==> src/mzf_pkg.sv <==
// Shared constants and types for the median/average zone filter
package mzf_pkg;

    // Data path sizes
    localparam int MZF_DW    = 12;
    localparam int MZF_DEPTH = 16;
    localparam int MZF_NCH   = 7;
    localparam int MZF_NZ    = 3;
    localparam int MZF_ZCH0  = 4;

    // Register byte offsets
    localparam logic [7:0] OFS_CTRL = 8'h00;
    localparam logic [7:0] OFS_ZCFG = 8'h04;
    localparam logic [7:0] OFS_THR  = 8'h08;
    localparam logic [7:0] OFS_STAT = 8'h20;
    localparam logic [7:0] OFS_MASK = 8'h24;
    localparam logic [7:0] OFS_RES  = 8'h40;

    // Field positions and widths
    localparam int CTRL_WIN  = 0;
    localparam int CTRL_MED  = 2;
    localparam int CTRL_RES  = 4;
    localparam int CTRL_AEN  = 5;
    localparam int CTRL_W    = 6;
    localparam int ZCFG_MODE = 4;
    localparam int ZCFG_W    = 10;

    // Values after reset
    localparam logic [5:0]  CTRL_RST   = 6'h30;
    localparam logic [9:0]  ZCFG_RST   = 10'h000;
    localparam logic [6:0]  MASK_RST   = 7'h7F;
    localparam logic [11:0] THR_HI_RST = 12'hFFF;
    localparam logic [11:0] THR_LO_RST = 12'h000;
    localparam logic [11:0] RES10_MASK = 12'h3FF;

    // Threshold zones
    typedef enum logic [1:0] {
        ZONE_ABOVE   = 2'h0,
        ZONE_BETWEEN = 2'h1,
        ZONE_BELOW   = 2'h2,
        ZONE_ALL     = 2'h3
    } mzf_zone_e;

    // Filter sequencing, one-hot
    typedef enum logic [2:0] {
        ST_COLLECT = 3'h1,
        ST_CALC    = 3'h2,
        ST_ZONE    = 3'h4
    } mzf_state_e;

    // Converter result with its channel
    typedef struct packed {
        logic [2:0]  chan;
        logic [11:0] data;
    } mzf_smp_s;

    // Wishbone request from the master
    typedef struct packed {
        logic        cyc;
        logic        stb;
        logic        we;
        logic [7:0]  adr;
        logic [3:0]  sel;
        logic [31:0] dat;
    } mzf_wb_req_s;

endpackage : mzf_pkg

==> src/mzf_sort.sv <==
// Insertion sorter holding the current set of converter results
module mzf_sort
    import mzf_pkg::*;
#(
    parameter int DW    = MZF_DW,
    parameter int DEPTH = MZF_DEPTH,
    parameter int CW    = $clog2(DEPTH + 1)
)(
    // Clock, reset, enable
    input  wire logic                       clk_i,
    input  wire logic                       rst_i,
    input  wire logic                       ce_i,
    // Control and data in
    input  wire logic                       clr_i,
    input  wire logic                       ins_i,
    input  wire logic [DW-1:0]              dat_i,
    // Sorted contents
    output logic [DEPTH-1:0][DW-1:0]        srt_o,
    output logic [CW-1:0]                   cnt_o
);

    typedef struct packed {
        logic [DEPTH-1:0][DW-1:0] val;
        logic [CW-1:0]            cnt;
    } mzf_sort_s;

    mzf_sort_s                st_ff;
    mzf_sort_s                nxt_st;
    logic [DEPTH-1:0][DW-1:0] base;
    logic [CW-1:0]            bcnt;
    logic [CW-1:0]            pos;
    logic                     ordered;

    // Each new value slides into place, so the set is always ordered
    always_comb
    begin
        nxt_st = st_ff;
        base   = clr_i ? '0 : st_ff.val;
        bcnt   = clr_i ? '0 : st_ff.cnt;
        pos    = '0;
        for (int i = 0; i < DEPTH; i++)
        begin
            if (CW'(i) < bcnt && base[i] <= dat_i)
                pos = pos + 1'b1;
        end
        nxt_st.val = base;
        nxt_st.cnt = bcnt;
        if (ins_i && bcnt < CW'(DEPTH))
        begin
            for (int i = 0; i < DEPTH; i++)
            begin
                if (CW'(i) == pos)
                    nxt_st.val[i] = dat_i;
                else if (CW'(i) > pos)
                    nxt_st.val[i] = base[(i == 0) ? 0 : i - 1];
            end
            nxt_st.cnt = bcnt + 1'b1;
        end
    end

    // State register
    always_ff @(posedge clk_i)
    begin
        if (rst_i)
            st_ff <= '0;
        else if (ce_i)
            st_ff <= nxt_st;
    end

    assign srt_o = st_ff.val;
    assign cnt_o = st_ff.cnt;

    // Helper for the ordering check
    always_comb
    begin
        ordered = 1'b1;
        for (int i = 0; i + 1 < DEPTH; i++)
        begin
            if (CW'(i + 1) < st_ff.cnt && st_ff.val[i] > st_ff.val[i + 1])
                ordered = 1'b0;
        end
    end

    a_sort_order: assert property (
        @(posedge clk_i) disable iff (rst_i) ordered)
        else $error("sorted set out of order");

endmodule : mzf_sort

==> src/mzf_top.sv <==
// Median/average filter with threshold zones and Wishbone registers
// Overview of operation
// - Median one, window one: each converted result passes unchanged.
// - Median one, window above one: average exactly window-size results.
// - Collected results are kept sorted before any selection is made.
// - Median above one, window one: output the middle sorted result.
// - Both above one: average middle window, median counted twice.
// - Median code 00 to 11 selects set sizes 1, 3, 7, 15.
// - Window code gives 1,4,8,16 for median one; else 1,3,7.
// - Invalid combinations fall back to median only, keeping median size.
// - Filter serves every channel: touch, pressure, temperatures, auxiliary.
// - Zone detection keeps only results meeting the threshold condition.
// - Zones: at or above high, strictly between, at or below low.
// - Auxiliary and both temperatures have enabled thresholds; touch none.
// - A met zone drives the alert pin low and sets the flag.
// - Values are unsigned straight binary, ten or twelve bits wide.
// - The alert pin can serve as host interrupt for all events.
module mzf_top
    import mzf_pkg::*;
#(
    parameter int DW    = MZF_DW,
    parameter int DEPTH = MZF_DEPTH
)(
    // Clock, reset, enable
    input  wire logic        clk_i,
    input  wire logic        rst_i,
    input  wire logic        ce_i,
    // Converter results
    input  wire logic        smp_valid_i,
    input  wire mzf_smp_s    smp_i,
    output logic             smp_ready_o,
    // Filtered results
    output logic             flt_valid_o,
    output mzf_smp_s         flt_o,
    // Wishbone slave
    input  wire mzf_wb_req_s wb_i,
    output logic [31:0]      wb_dat_o,
    output logic             wb_ack_o,
    // Interrupt and alert pin
    output logic             irq_o,
    output logic             host_alert_pin_n_o
);

    localparam int CW = $clog2(DEPTH + 1);

    // Parameter check
    if (DEPTH != MZF_DEPTH || DW < 10 || DW > MZF_DW)
    begin : g_chk
        $error("mzf_top: DEPTH must be 16 and DW 10 to 12");
    end

    typedef struct packed {
        mzf_state_e                  state;
        logic [2:0]                  chan;
        logic [CTRL_W-1:0]           ctrl;
        logic [ZCFG_W-1:0]           zcfg;
        logic [MZF_NZ-1:0][DW-1:0]   thr_hi;
        logic [MZF_NZ-1:0][DW-1:0]   thr_lo;
        logic [MZF_NCH-1:0]          stat;
        logic [MZF_NCH-1:0]          mask;
        logic [MZF_NCH-1:0][DW-1:0]  res;
        logic [DW-1:0]               fval;
        logic                        fvld;
        logic                        ack;
        logic [31:0]                 rdat;
        logic                        irq;
        logic                        alert_n;
    } mzf_top_s;

    mzf_top_s                 st_ff;
    mzf_top_s                 nxt_st;
    logic [DEPTH-1:0][DW-1:0] srt;
    logic [CW-1:0]            scnt;
    logic [CW-1:0]            taken;
    logic [1:0]               med;
    logic [1:0]               weff;
    logic [4:0]               nset;
    logic [3:0]               mid;
    logic [3:0]               lo;
    logic [3:0]               hi;
    logic [2:0]               sh;
    logic [16:0]              sum;
    logic [DW-1:0]            avg;
    logic [DW-1:0]            sdat;
    logic                     acc;
    logic                     restart;
    logic                     zin;
    logic [1:0]               zi;
    logic                     zen_sel;
    logic                     zhit;
    logic                     keep;
    logic                     cvalid;
    logic                     wb_hit;
    logic [7:0]               aw;
    logic [31:0]              w32;
    logic [31:0]              rd;
    logic [MZF_NCH-1:0]       set;
    logic [MZF_NCH-1:0]       clr;
    logic [MZF_NCH-1:0]       pend;

    // Set size from the two codes
    function automatic logic [4:0] set_size(input logic [1:0] m,
                                            input logic [1:0] w);
        if (m == 2'h0)
            return (w == 2'h0) ? 5'h01 : (5'h02 << w);
        return 5'((5'h02 << m) - 5'h01);
    endfunction : set_size

    // Half-width of an odd set: codes 0..3 give 0, 1, 3, 7
    function automatic logic [3:0] half_idx(input logic [1:0] c);
        return 4'((5'h01 << c) - 5'h01);
    endfunction : half_idx

    // With a median above one, a window not below the median set is invalid, code 11 included
    function automatic logic [1:0] win_eff(input logic [1:0] m,
                                           input logic [1:0] w);
        return (m != 2'h0 && w >= m) ? 2'h0 : w;
    endfunction : win_eff

    // Bits of a word covered by the byte selects
    function automatic logic [31:0] lanes(input logic [3:0] sel);
        logic [31:0] l;
        l = '0;
        for (int b = 0; b < 4; b++)
        begin
            if (sel[b])
                l[8*b +: 8] = 8'hFF;
        end
        return l;
    endfunction : lanes

    // Byte-lane write of a register word
    function automatic logic [31:0] merge(input logic [31:0] old,
                                          input logic [31:0] dat,
                                          input logic [3:0]  sel);
        return (old & ~lanes(sel)) | (dat & lanes(sel));
    endfunction : merge

    // Sorted storage of the current set
    mzf_sort #(
        .DW    (DW),
        .DEPTH (DEPTH),
        .CW    (CW)
    ) u_sort (
        .clk_i (clk_i),
        .rst_i (rst_i),
        .ce_i  (ce_i),
        .clr_i (restart || st_ff.state == ST_ZONE),
        .ins_i (acc),
        .dat_i (sdat),
        .srt_o (srt),
        .cnt_o (scnt)
    );

    // Threshold test for the channel just filtered
    mzf_zone #(
        .DW     (DW)
    ) u_zone (
        .val_i  (st_ff.fval),
        .hi_i   (st_ff.thr_hi[zi]),
        .lo_i   (st_ff.thr_lo[zi]),
        .mode_i (mzf_zone_e'(st_ff.zcfg[ZCFG_MODE + 2*zi +: 2])),
        .hit_o  (zhit)
    );

    // Sample intake; every channel code is accepted alike
    always_comb
    begin
        acc     = smp_valid_i && st_ff.state == ST_COLLECT;
        restart = acc && scnt != '0 && smp_i.chan != st_ff.chan;
        sdat    = st_ff.ctrl[CTRL_RES] ? smp_i.data[DW-1:0]
                : smp_i.data[DW-1:0] & RES10_MASK[DW-1:0];
        taken   = restart ? CW'(1) : scnt + 1'b1;
    end

    // Selection window and average over the sorted set
    always_comb
    begin
        med  = st_ff.ctrl[CTRL_MED +: 2];
        weff = win_eff(med, st_ff.ctrl[CTRL_WIN +: 2]);
        nset = set_size(med, weff);
        mid  = half_idx(med);
        lo   = (med == 2'h0) ? 4'h0 : mid - half_idx(weff);
        hi   = (med == 2'h0) ? 4'(nset - 5'h01)
             : mid + half_idx(weff);
        sum  = '0;
        for (int i = 0; i < MZF_DEPTH; i++)
        begin
            if (4'(i) >= lo && 4'(i) <= hi)
                sum = sum + 17'(srt[i]);
        end
        if (med != 2'h0)
            sum = sum + 17'(srt[mid]);
        // Divisor is W, or W+1 with the median doubled
        sh   = (med == 2'h0 && weff == 2'h0) ? 3'h0
             : 3'(weff) + 3'h1;
        avg  = DW'(sum >> sh);
    end

    // Zone channel lookup; touch channels never have zones
    always_comb
    begin
        cvalid  = st_ff.chan < 3'(MZF_NCH);
        zin     = st_ff.chan >= 3'(MZF_ZCH0) && cvalid;
        zi      = zin ? 2'(st_ff.chan - 3'(MZF_ZCH0)) : 2'h0;
        zen_sel = zin && st_ff.zcfg[zi];
        keep    = !zen_sel || zhit;
        wb_hit  = wb_i.cyc && wb_i.stb && !st_ff.ack;
        aw      = {wb_i.adr[7:2], 2'b00};
    end

    // Register read multiplexer, unmapped words read zero
    always_comb
    begin
        rd = '0;
        if (aw == OFS_CTRL)
            rd = 32'(st_ff.ctrl);
        if (aw == OFS_ZCFG)
            rd = 32'(st_ff.zcfg);
        if (aw == OFS_STAT)
            rd = 32'(st_ff.stat);
        if (aw == OFS_MASK)
            rd = 32'(st_ff.mask);
        for (int k = 0; k < MZF_NZ; k++)
        begin
            if (aw == 8'(OFS_THR + 8*k))
                rd = 32'(st_ff.thr_hi[k]);
            if (aw == 8'(OFS_THR + 8*k + 4))
                rd = 32'(st_ff.thr_lo[k]);
        end
        for (int c = 0; c < MZF_NCH; c++)
        begin
            if (aw == 8'(OFS_RES + 4*c))
                rd = 32'(st_ff.res[c]);
        end
    end

    // Next state: sequencing, register writes, flags, outputs
    always_comb
    begin
        nxt_st      = st_ff;
        nxt_st.ack  = 1'b0;
        nxt_st.fvld = 1'b0;
        set         = '0;
        clr         = '0;
        w32         = '0;
        case (st_ff.state)
            ST_COLLECT:
            begin
                if (acc)
                begin
                    nxt_st.chan = smp_i.chan;
                    if (taken >= CW'(nset))
                        nxt_st.state = ST_CALC;
                end
            end
            ST_CALC:
            begin
                nxt_st.fval  = avg;
                nxt_st.state = ST_ZONE;
            end
            ST_ZONE:
            begin
                if (keep && cvalid)
                begin
                    nxt_st.res[st_ff.chan] = st_ff.fval;
                    set[st_ff.chan]        = 1'b1;
                    nxt_st.fvld            = 1'b1;
                end
                nxt_st.state = ST_COLLECT;
            end
            default:
                nxt_st.state = ST_COLLECT;
        endcase
        // One access per request, answered the next cycle
        if (wb_hit)
        begin
            nxt_st.ack  = 1'b1;
            nxt_st.rdat = rd;
            if (wb_i.we)
            begin
                if (aw == OFS_CTRL)
                begin
                    w32         = merge(32'(st_ff.ctrl), wb_i.dat, wb_i.sel);
                    nxt_st.ctrl = w32[CTRL_W-1:0];
                end
                if (aw == OFS_ZCFG)
                begin
                    w32         = merge(32'(st_ff.zcfg), wb_i.dat, wb_i.sel);
                    nxt_st.zcfg = w32[ZCFG_W-1:0];
                end
                if (aw == OFS_MASK)
                begin
                    w32         = merge(32'(st_ff.mask), wb_i.dat, wb_i.sel);
                    nxt_st.mask = w32[MZF_NCH-1:0];
                end
                if (aw == OFS_STAT)
                begin
                    w32 = wb_i.dat & lanes(wb_i.sel);
                    clr = w32[MZF_NCH-1:0];
                end
                for (int k = 0; k < MZF_NZ; k++)
                begin
                    if (aw == 8'(OFS_THR + 8*k))
                    begin
                        w32 = merge(32'(st_ff.thr_hi[k]), wb_i.dat, wb_i.sel);
                        nxt_st.thr_hi[k] = w32[DW-1:0];
                    end
                    if (aw == 8'(OFS_THR + 8*k + 4))
                    begin
                        w32 = merge(32'(st_ff.thr_lo[k]), wb_i.dat, wb_i.sel);
                        nxt_st.thr_lo[k] = w32[DW-1:0];
                    end
                end
            end
        end
        // New events win over a clear in the same cycle
        nxt_st.stat    = (st_ff.stat & ~clr) | set;
        pend           = nxt_st.stat & nxt_st.mask;
        nxt_st.irq     = |pend;
        nxt_st.alert_n = !(nxt_st.ctrl[CTRL_AEN] && |pend);
    end

    // State register; reset gives a quiet pin and an empty set
    always_ff @(posedge clk_i)
    begin
        if (rst_i)
        begin
            st_ff         <= '0;
            st_ff.state   <= ST_COLLECT;
            st_ff.ctrl    <= CTRL_RST;
            st_ff.zcfg    <= ZCFG_RST;
            st_ff.mask    <= MASK_RST;
            st_ff.thr_hi  <= {MZF_NZ{THR_HI_RST[DW-1:0]}};
            st_ff.thr_lo  <= {MZF_NZ{THR_LO_RST[DW-1:0]}};
            st_ff.alert_n <= 1'b1;
        end
        else if (ce_i)
            st_ff <= nxt_st;
    end

    // Outputs straight from the state register
    assign smp_ready_o        = st_ff.state[0];
    assign flt_valid_o        = st_ff.fvld;
    assign flt_o              = {st_ff.chan, 12'(st_ff.fval)};
    assign wb_dat_o           = st_ff.rdat;
    assign wb_ack_o           = st_ff.ack;
    assign irq_o              = st_ff.irq;
    assign host_alert_pin_n_o = st_ff.alert_n;

    a_bypass_pass: assert property (
        @(posedge clk_i) disable iff (rst_i)
        ce_i && st_ff.state == ST_CALC && med == 2'h0 && weff == 2'h0
        |=> st_ff.fval == $past(srt[0]))
        else $error("bypass did not pass the single result");

    a_median_pick: assert property (
        @(posedge clk_i) disable iff (rst_i)
        ce_i && st_ff.state == ST_CALC && med == 2'h3 && weff == 2'h0
        |=> st_ff.fval == $past(srt[7]))
        else $error("median of fifteen is not entry seven");

    a_avg_double: assert property (
        @(posedge clk_i) disable iff (rst_i)
        ce_i && st_ff.state == ST_CALC && med == 2'h2
            && st_ff.ctrl[CTRL_WIN +: 2] == 2'h1
        |=> 17'(st_ff.fval) == (($past(17'(srt[2])) + $past(17'(srt[3]))
            + $past(17'(srt[3])) + $past(17'(srt[4]))) >> 2))
        else $error("middle three of seven averaged wrongly");

    a_fallback_med: assert property (
        @(posedge clk_i) disable iff (rst_i)
        ce_i && st_ff.state == ST_CALC && med == 2'h1
            && st_ff.ctrl[CTRL_WIN +: 2] != 2'h0
        |=> st_ff.fval == $past(srt[1]))
        else $error("invalid window did not fall back to median");

    a_collect_count: assert property (
        @(posedge clk_i) disable iff (rst_i)
        ce_i && st_ff.state == ST_CALC && med == 2'h0
        |-> scnt == CW'(nset))
        else $error("set size differs from selected window");

    a_zone_drop: assert property (
        @(posedge clk_i) disable iff (rst_i)
        ce_i && st_ff.state == ST_ZONE && zen_sel && !zhit
        |=> $stable(st_ff.res) && !flt_valid_o)
        else $error("result outside zone was kept");

    a_free_store: assert property (
        @(posedge clk_i) disable iff (rst_i)
        ce_i && st_ff.state == ST_ZONE && !zen_sel && cvalid
        |=> st_ff.res[$past(st_ff.chan)] == $past(st_ff.fval)
            && st_ff.stat[$past(st_ff.chan)] && flt_valid_o)
        else $error("unscreened result not stored and flagged");

    a_alert_low: assert property (
        @(posedge clk_i) disable iff (rst_i)
        ce_i && st_ff.state == ST_ZONE && zen_sel && zhit && !wb_hit
            && st_ff.ctrl[CTRL_AEN] && st_ff.mask[st_ff.chan]
        |=> !host_alert_pin_n_o && irq_o)
        else $error("zone hit did not pull the alert pin low");

    a_ack_pulse: assert property (
        @(posedge clk_i) disable iff (rst_i)
        ce_i && wb_i.cyc && wb_i.stb && !wb_ack_o
        |=> wb_ack_o ##1 (!wb_ack_o || !ce_i))
        else $error("bus answer is not a single-cycle ack");

endmodule : mzf_top

==> src/mzf_zone.sv <==
// Threshold zone comparator for one filtered value
module mzf_zone
    import mzf_pkg::*;
#(
    parameter int DW = MZF_DW
)(
    // Value and thresholds
    input  wire logic [DW-1:0] val_i,
    input  wire logic [DW-1:0] hi_i,
    input  wire logic [DW-1:0] lo_i,
    input  wire mzf_zone_e     mode_i,
    // Result
    output logic               hit_o
);

    // Zone test; inclusive at the outer limits, strict inside
    always_comb
    begin
        case (mode_i)
            ZONE_ABOVE:   hit_o = val_i >= hi_i;
            ZONE_BETWEEN: hit_o = (val_i > lo_i) && (val_i < hi_i);
            ZONE_BELOW:   hit_o = val_i <= lo_i;
            default:      hit_o = 1'b1;
        endcase
    end

endmodule : mzf_zone
==> config.mk <==
export PLATFORM = sky130hd
export DESIGN_NAME = mzf_top
export DESIGN_NICKNAME = d
export VERILOG_FILES = /design/src/mzf_pkg.sv /design/src/mzf_sort.sv /design/src/mzf_top.sv /design/src/mzf_zone.sv
export SDC_FILE = /design/constraint.sdc
export NUM_CORES = 2
export LEC_CHECK = 0
export BUFFER_PORTS_ARGS = -buffer_cell sky130_fd_sc_hd__clkbuf_2
export CAP_MARGIN = 20
export CORE_UTILIZATION = 35
export CTS_CLUSTER_SIZE = 14
export DETAILED_ROUTE_END_ITERATION = 8
export MAX_ROUTING_LAYER = met4
export PLACE_DENSITY_LB_ADDON = 0.12
export SLEW_MARGIN = 20
export SYNTH_ARGS = -nofsm -noshare
export SYNTH_HDL_FRONTEND = slang
export SYNTH_SLANG_ARGS = --single-unit
==> constraint.sdc <==
create_clock -name clk_i -period 34 [get_ports clk_i]
set_input_delay 6.8 -clock clk_i [delete_from_list [all_inputs] [get_ports clk_i]]
set_output_delay 6.8 -clock clk_i [all_outputs]
set_load 0.005 [all_outputs]
==> Implementation_results.wiki <==
{| class="wikitable"
! Metric !! Value
|-
| Unique cell type count in the Yosys netlist || 129
|-
| Total number of vias || 41624
|-
| Buffers and inverters on the worst path || 8
|-
| Multiplexer area fraction after synthesis || 0.0951
|-
| Required time of the critical path || 34540 ps
|-
| WHS Path Cells || 2
|-
| Via count of the first global-routing pass || 38345
|-
| Highest fanout seen on the critical path || 13
|-
| First-pass GRT wire length || 258000 um
|-
| Setup repair after global routing missed its margin || no
|-
| Shortest period the worst path allows || 23900 ps
|-
| Length in cells of the worst reg-to-reg path || 101
|-
| Post-synth top area share || 0.196
|-
| Initial core utilization || 0.354
|-
| Main combinational cell family by area after synthesis || compound AO/OA/AOI/OAI gates
|-
| Cell class contributing the biggest share of worst-path delay || compound AO/OA/AOI/OAI gates
|-
| Weighted congestion at the end of routability-driven global placement || 0.975
|-
| Number of setup violations in the final report || 0
|-
| Average wire length per cell after detail routing || 24.7 um
|-
| Warning count from the yosys run || 0
|-
| Buffers inserted during post-CTS setup optimization || 0
|-
| Core Area || 120000 um2
|-
| Worst Skew || 55.1 ps
|-
| Highest clock frequency the design can meet || 41.8 MHz
|-
| Commonest cells in the netlist || 573 x sky130_fd_sc_hd__nand2_1, 528 x sky130_fd_sc_hd__nor2_1, 445 x sky130_fd_sc_hd__ha_1, 420 x sky130_fd_sc_hd__a21oi_1, 417 x sky130_fd_sc_hd__dfxtp_1
|-
| Post-synthesis share of cell area spent on full adders, half adders and majority gates || 0.140
|-
| Source-to-sink clock delay at the later pin of the worst-skew pair || 700 ps
|-
| Post-DP HPWL || 131000 um
|-
| Number of CTS-inserted buffers || 55
|-
| DRC violation count after routing || 0
|-
| Type of the most critical hold path || reg -> reg
|-
| TritonCTS clock tree || built
|-
| Drt pass-1 iters || 8
|-
| R2R Path End || flt_o[10]
|-
| Synthesized-area fraction occupied by xor and xnor cells || 0.0495
|-
| Layout area overhead || 9.04%
|-
| Final hold slack || 460 ps
|-
| Number of standard-cell rows in the floorplan || 127
|-
| Sequential share of the synthesized area || 0.196
|-
| Synth Register Bits || 417
|-
| Top-count cell post-synth || sky130_fd_sc_hd__nand2_1
|-
| Final worst path period share || 0.703
|-
| Overflow left after global routing || 0
|-
| Worst hold endpoint || wb_dat_o[9]
|-
| Syn Inst Count || 5549
|-
| Antenna violations before repair || 10
|-
| Largest net degree at the start of global routing || 155
|-
| Routed vias/inst || 5.84
|-
| Die extent in y || 350 um
|-
| Setup slack of the most critical reg-to-reg path || 10100 ps
|-
| Maximum VDD drop || 0.0000363 V
|-
| Sum of negative setup slack || 0 ps
|-
| Start-to-end type of the worst setup path || reg -> reg
|-
| Area leader, netlist || sky130_fd_sc_hd__dfxtp_1
|-
| Kind of start point of the critical path || register
|-
| Worst path slowest cell || sky130_fd_sc_hd__dfxtp_1
|-
| Critical Path Most Common Cell || sky130_fd_sc_hd__ha_1
|-
| Clock input transition at the sequential cells of the worst setup and hold paths || 60 ps
|-
| Complex-gate fraction of the synthesized area || 0.255
|-
| Dominant register cell in the synthesized netlist || sky130_fd_sc_hd__dfxtp_1
|-
| H-tree depth || 2
|-
| Floorplan die area || 123000 um2
|-
| Final Routed Wirelength || 176000 um
|-
| Final Net Count || 6000
|-
| Fill cell count || 12695
|-
| Global-route total usage across every layer || 0.287
|-
| Final antenna-violating net count || 0
|-
| Result of the run || finished, final reports clean
|-
| Area fraction in and, or, nand and nor cells after synthesis || 0.205
|-
| Main area contributors after synthesis || sky130_fd_sc_hd__dfxtp_1 20%, sky130_fd_sc_hd__ha_1 13%, sky130_fd_sc_hd__mux2i_1 6.6%
|-
| Data arrival at the endpoint of the critical path || 24440 ps
|-
| CTS Buffer Depth || 3
|-
| Async SR Flop Fraction || 0
|-
| Maximum Capacitance Violations || 0
|-
| # resized after CTS || 0
|-
| Final count of hold timing violations || 0
|-
| Worst hold start || wb_dat_o[9]
|-
| Largest stage delay on the critical path || 790 ps
|-
| Max-slew headroom || 0.149
|-
| Number of I/O port buffers || 73
|-
| IO Count || 118
|-
| Area of the mapped netlist || 42500 um2
|-
| Reported leakage power || 20.3 nW
|-
| Proportion of layout cells with a drive suffix above 1 || 0.0925
|-
| Worst setup EP type || register
|-
| Root Buffer Master || sky130_fd_sc_hd__clkbuf_16
|-
| Horiz. Die Dim || 350 um
|-
| EDFF count, synth || 0
|-
| Mean cell area of the mapped netlist || 7.66 um2
|-
| Initial drt markers || 4209
|-
| Number of max-slew violations in the final report || 0
|-
| Power density over the cells || 29.7 nW/um2
|-
| Hold_buf cts || 0
|-
| Transition at the pin with the smallest max-transition slack || 1270 ps
|-
| Clock Sinks || 417
|}
area by class of cell:
class	count	area, um2	area share
Multi-Input combinational cell	4561	31800	0.687
Sequential cell	417	8350	0.180
Tap cell	1612	2020	0.0435
Clock buffer	84	1680	0.0362
Timing Repair Buffer	192	1330	0.0287
Inverter	244	916	0.0198
Clock inverter	15	223	0.00481
Antenna cell	3	7.51	0.000162
tightest hold or removal path, stage by stage (launching register included):
cell and delay, ps:
sky130_fd_sc_hd__dfxtp_1 310, sky130_fd_sc_hd__nand2_1 50, sky130_fd_sc_hd__a21oi_1 50
kinds of logic after synthesis:
kind of cell | after synthesis
other | 1
flip-flops | 417
AO/OA/AOI/OAI | 1648
multiplexers | 375
XOR/XNOR | 213
buffers and inverters | 590
adder cells (fa/ha/maj) | 465
AND/OR/NAND/NOR | 1840
metal layers:
layer	GRT usage	up-vias	routed length [um]
met5	-	-	0
met4	0.0847	0	5300
met3	0.0358	198	12000
met2	0.428	1401	75500
met1	0.401	20115	83100
li1	-	19910	-
through the flow:
stage | setup slack [ps] | utilization | power (W) | cells | instance area, um2
3_3_place_gp | 10370 | 0.369 | 0.000747 | 7024 | 44400
6_report | 10100 | 0.386 | 0.00138 | 7128 | 46300
2_1_floorplan | 14140 | - | 0.000666 | 5568 | 42600
4_1_cts | 10250 | 0.385 | 0.00138 | 7123 | 46300
5_1_grt | 8370 | 0.386 | 0.00143 | 7125 | 46300
3_5_place_dp | 10350 | 0.369 | 0.000748 | 7024 | 44400
how the worst max path moves through the flow:
| stage | cells past startpoint | startpoint | slack, ps | end |
|---|---|---|---|---|
| 2_1_floorplan | 102 | register | 14140 | flt_o[10] |
| 3_3_place_gp | 103 | register | 10370 | flt_o[10] |
| 3_5_place_dp | 103 | register | 10350 | flt_o[10] |
| 4_1_cts | 103 | register | 10250 | flt_o[10] |
| 5_1_grt | 108 | register | 8370 | flt_o[10] |
| 6_report | 101 | register | 10100 | flt_o[10] |
cell usage in the layout, fill, tap and decap left out, drive strengths merged, types with 61 or more instances in the layout:
cell type and count:
a211oi 67, a21o 130, a21oi 423, a22oi 66
and2 161, buf 120, clkbuf 156, dfxtp 417
ha 445, inv 245, mux2 80, mux2i 281
nand2 577, nand2b 61, nand3 118, nand4 70
nor2 533, nor2b 76, nor3 103, o21a 64
o21ai 419, xnor2 138, xor2 64
where the power goes:
| part | total (W) | leakage [nW] | internal [W] | switching (W) |
|---|---|---|---|---|
| sequential | 0.000505 | 3.37 | 0.000496 | 0.00000947 |
| clock | 0.000632 | 0.927 | 0.000369 | 0.000263 |
| combinational | 0.000238 | 16.0 | 0.0000776 | 0.000160 |
| total | 0.00138 | 20.3 | 0.000942 | 0.000432 |
Power figures use the tool's default switching activity.
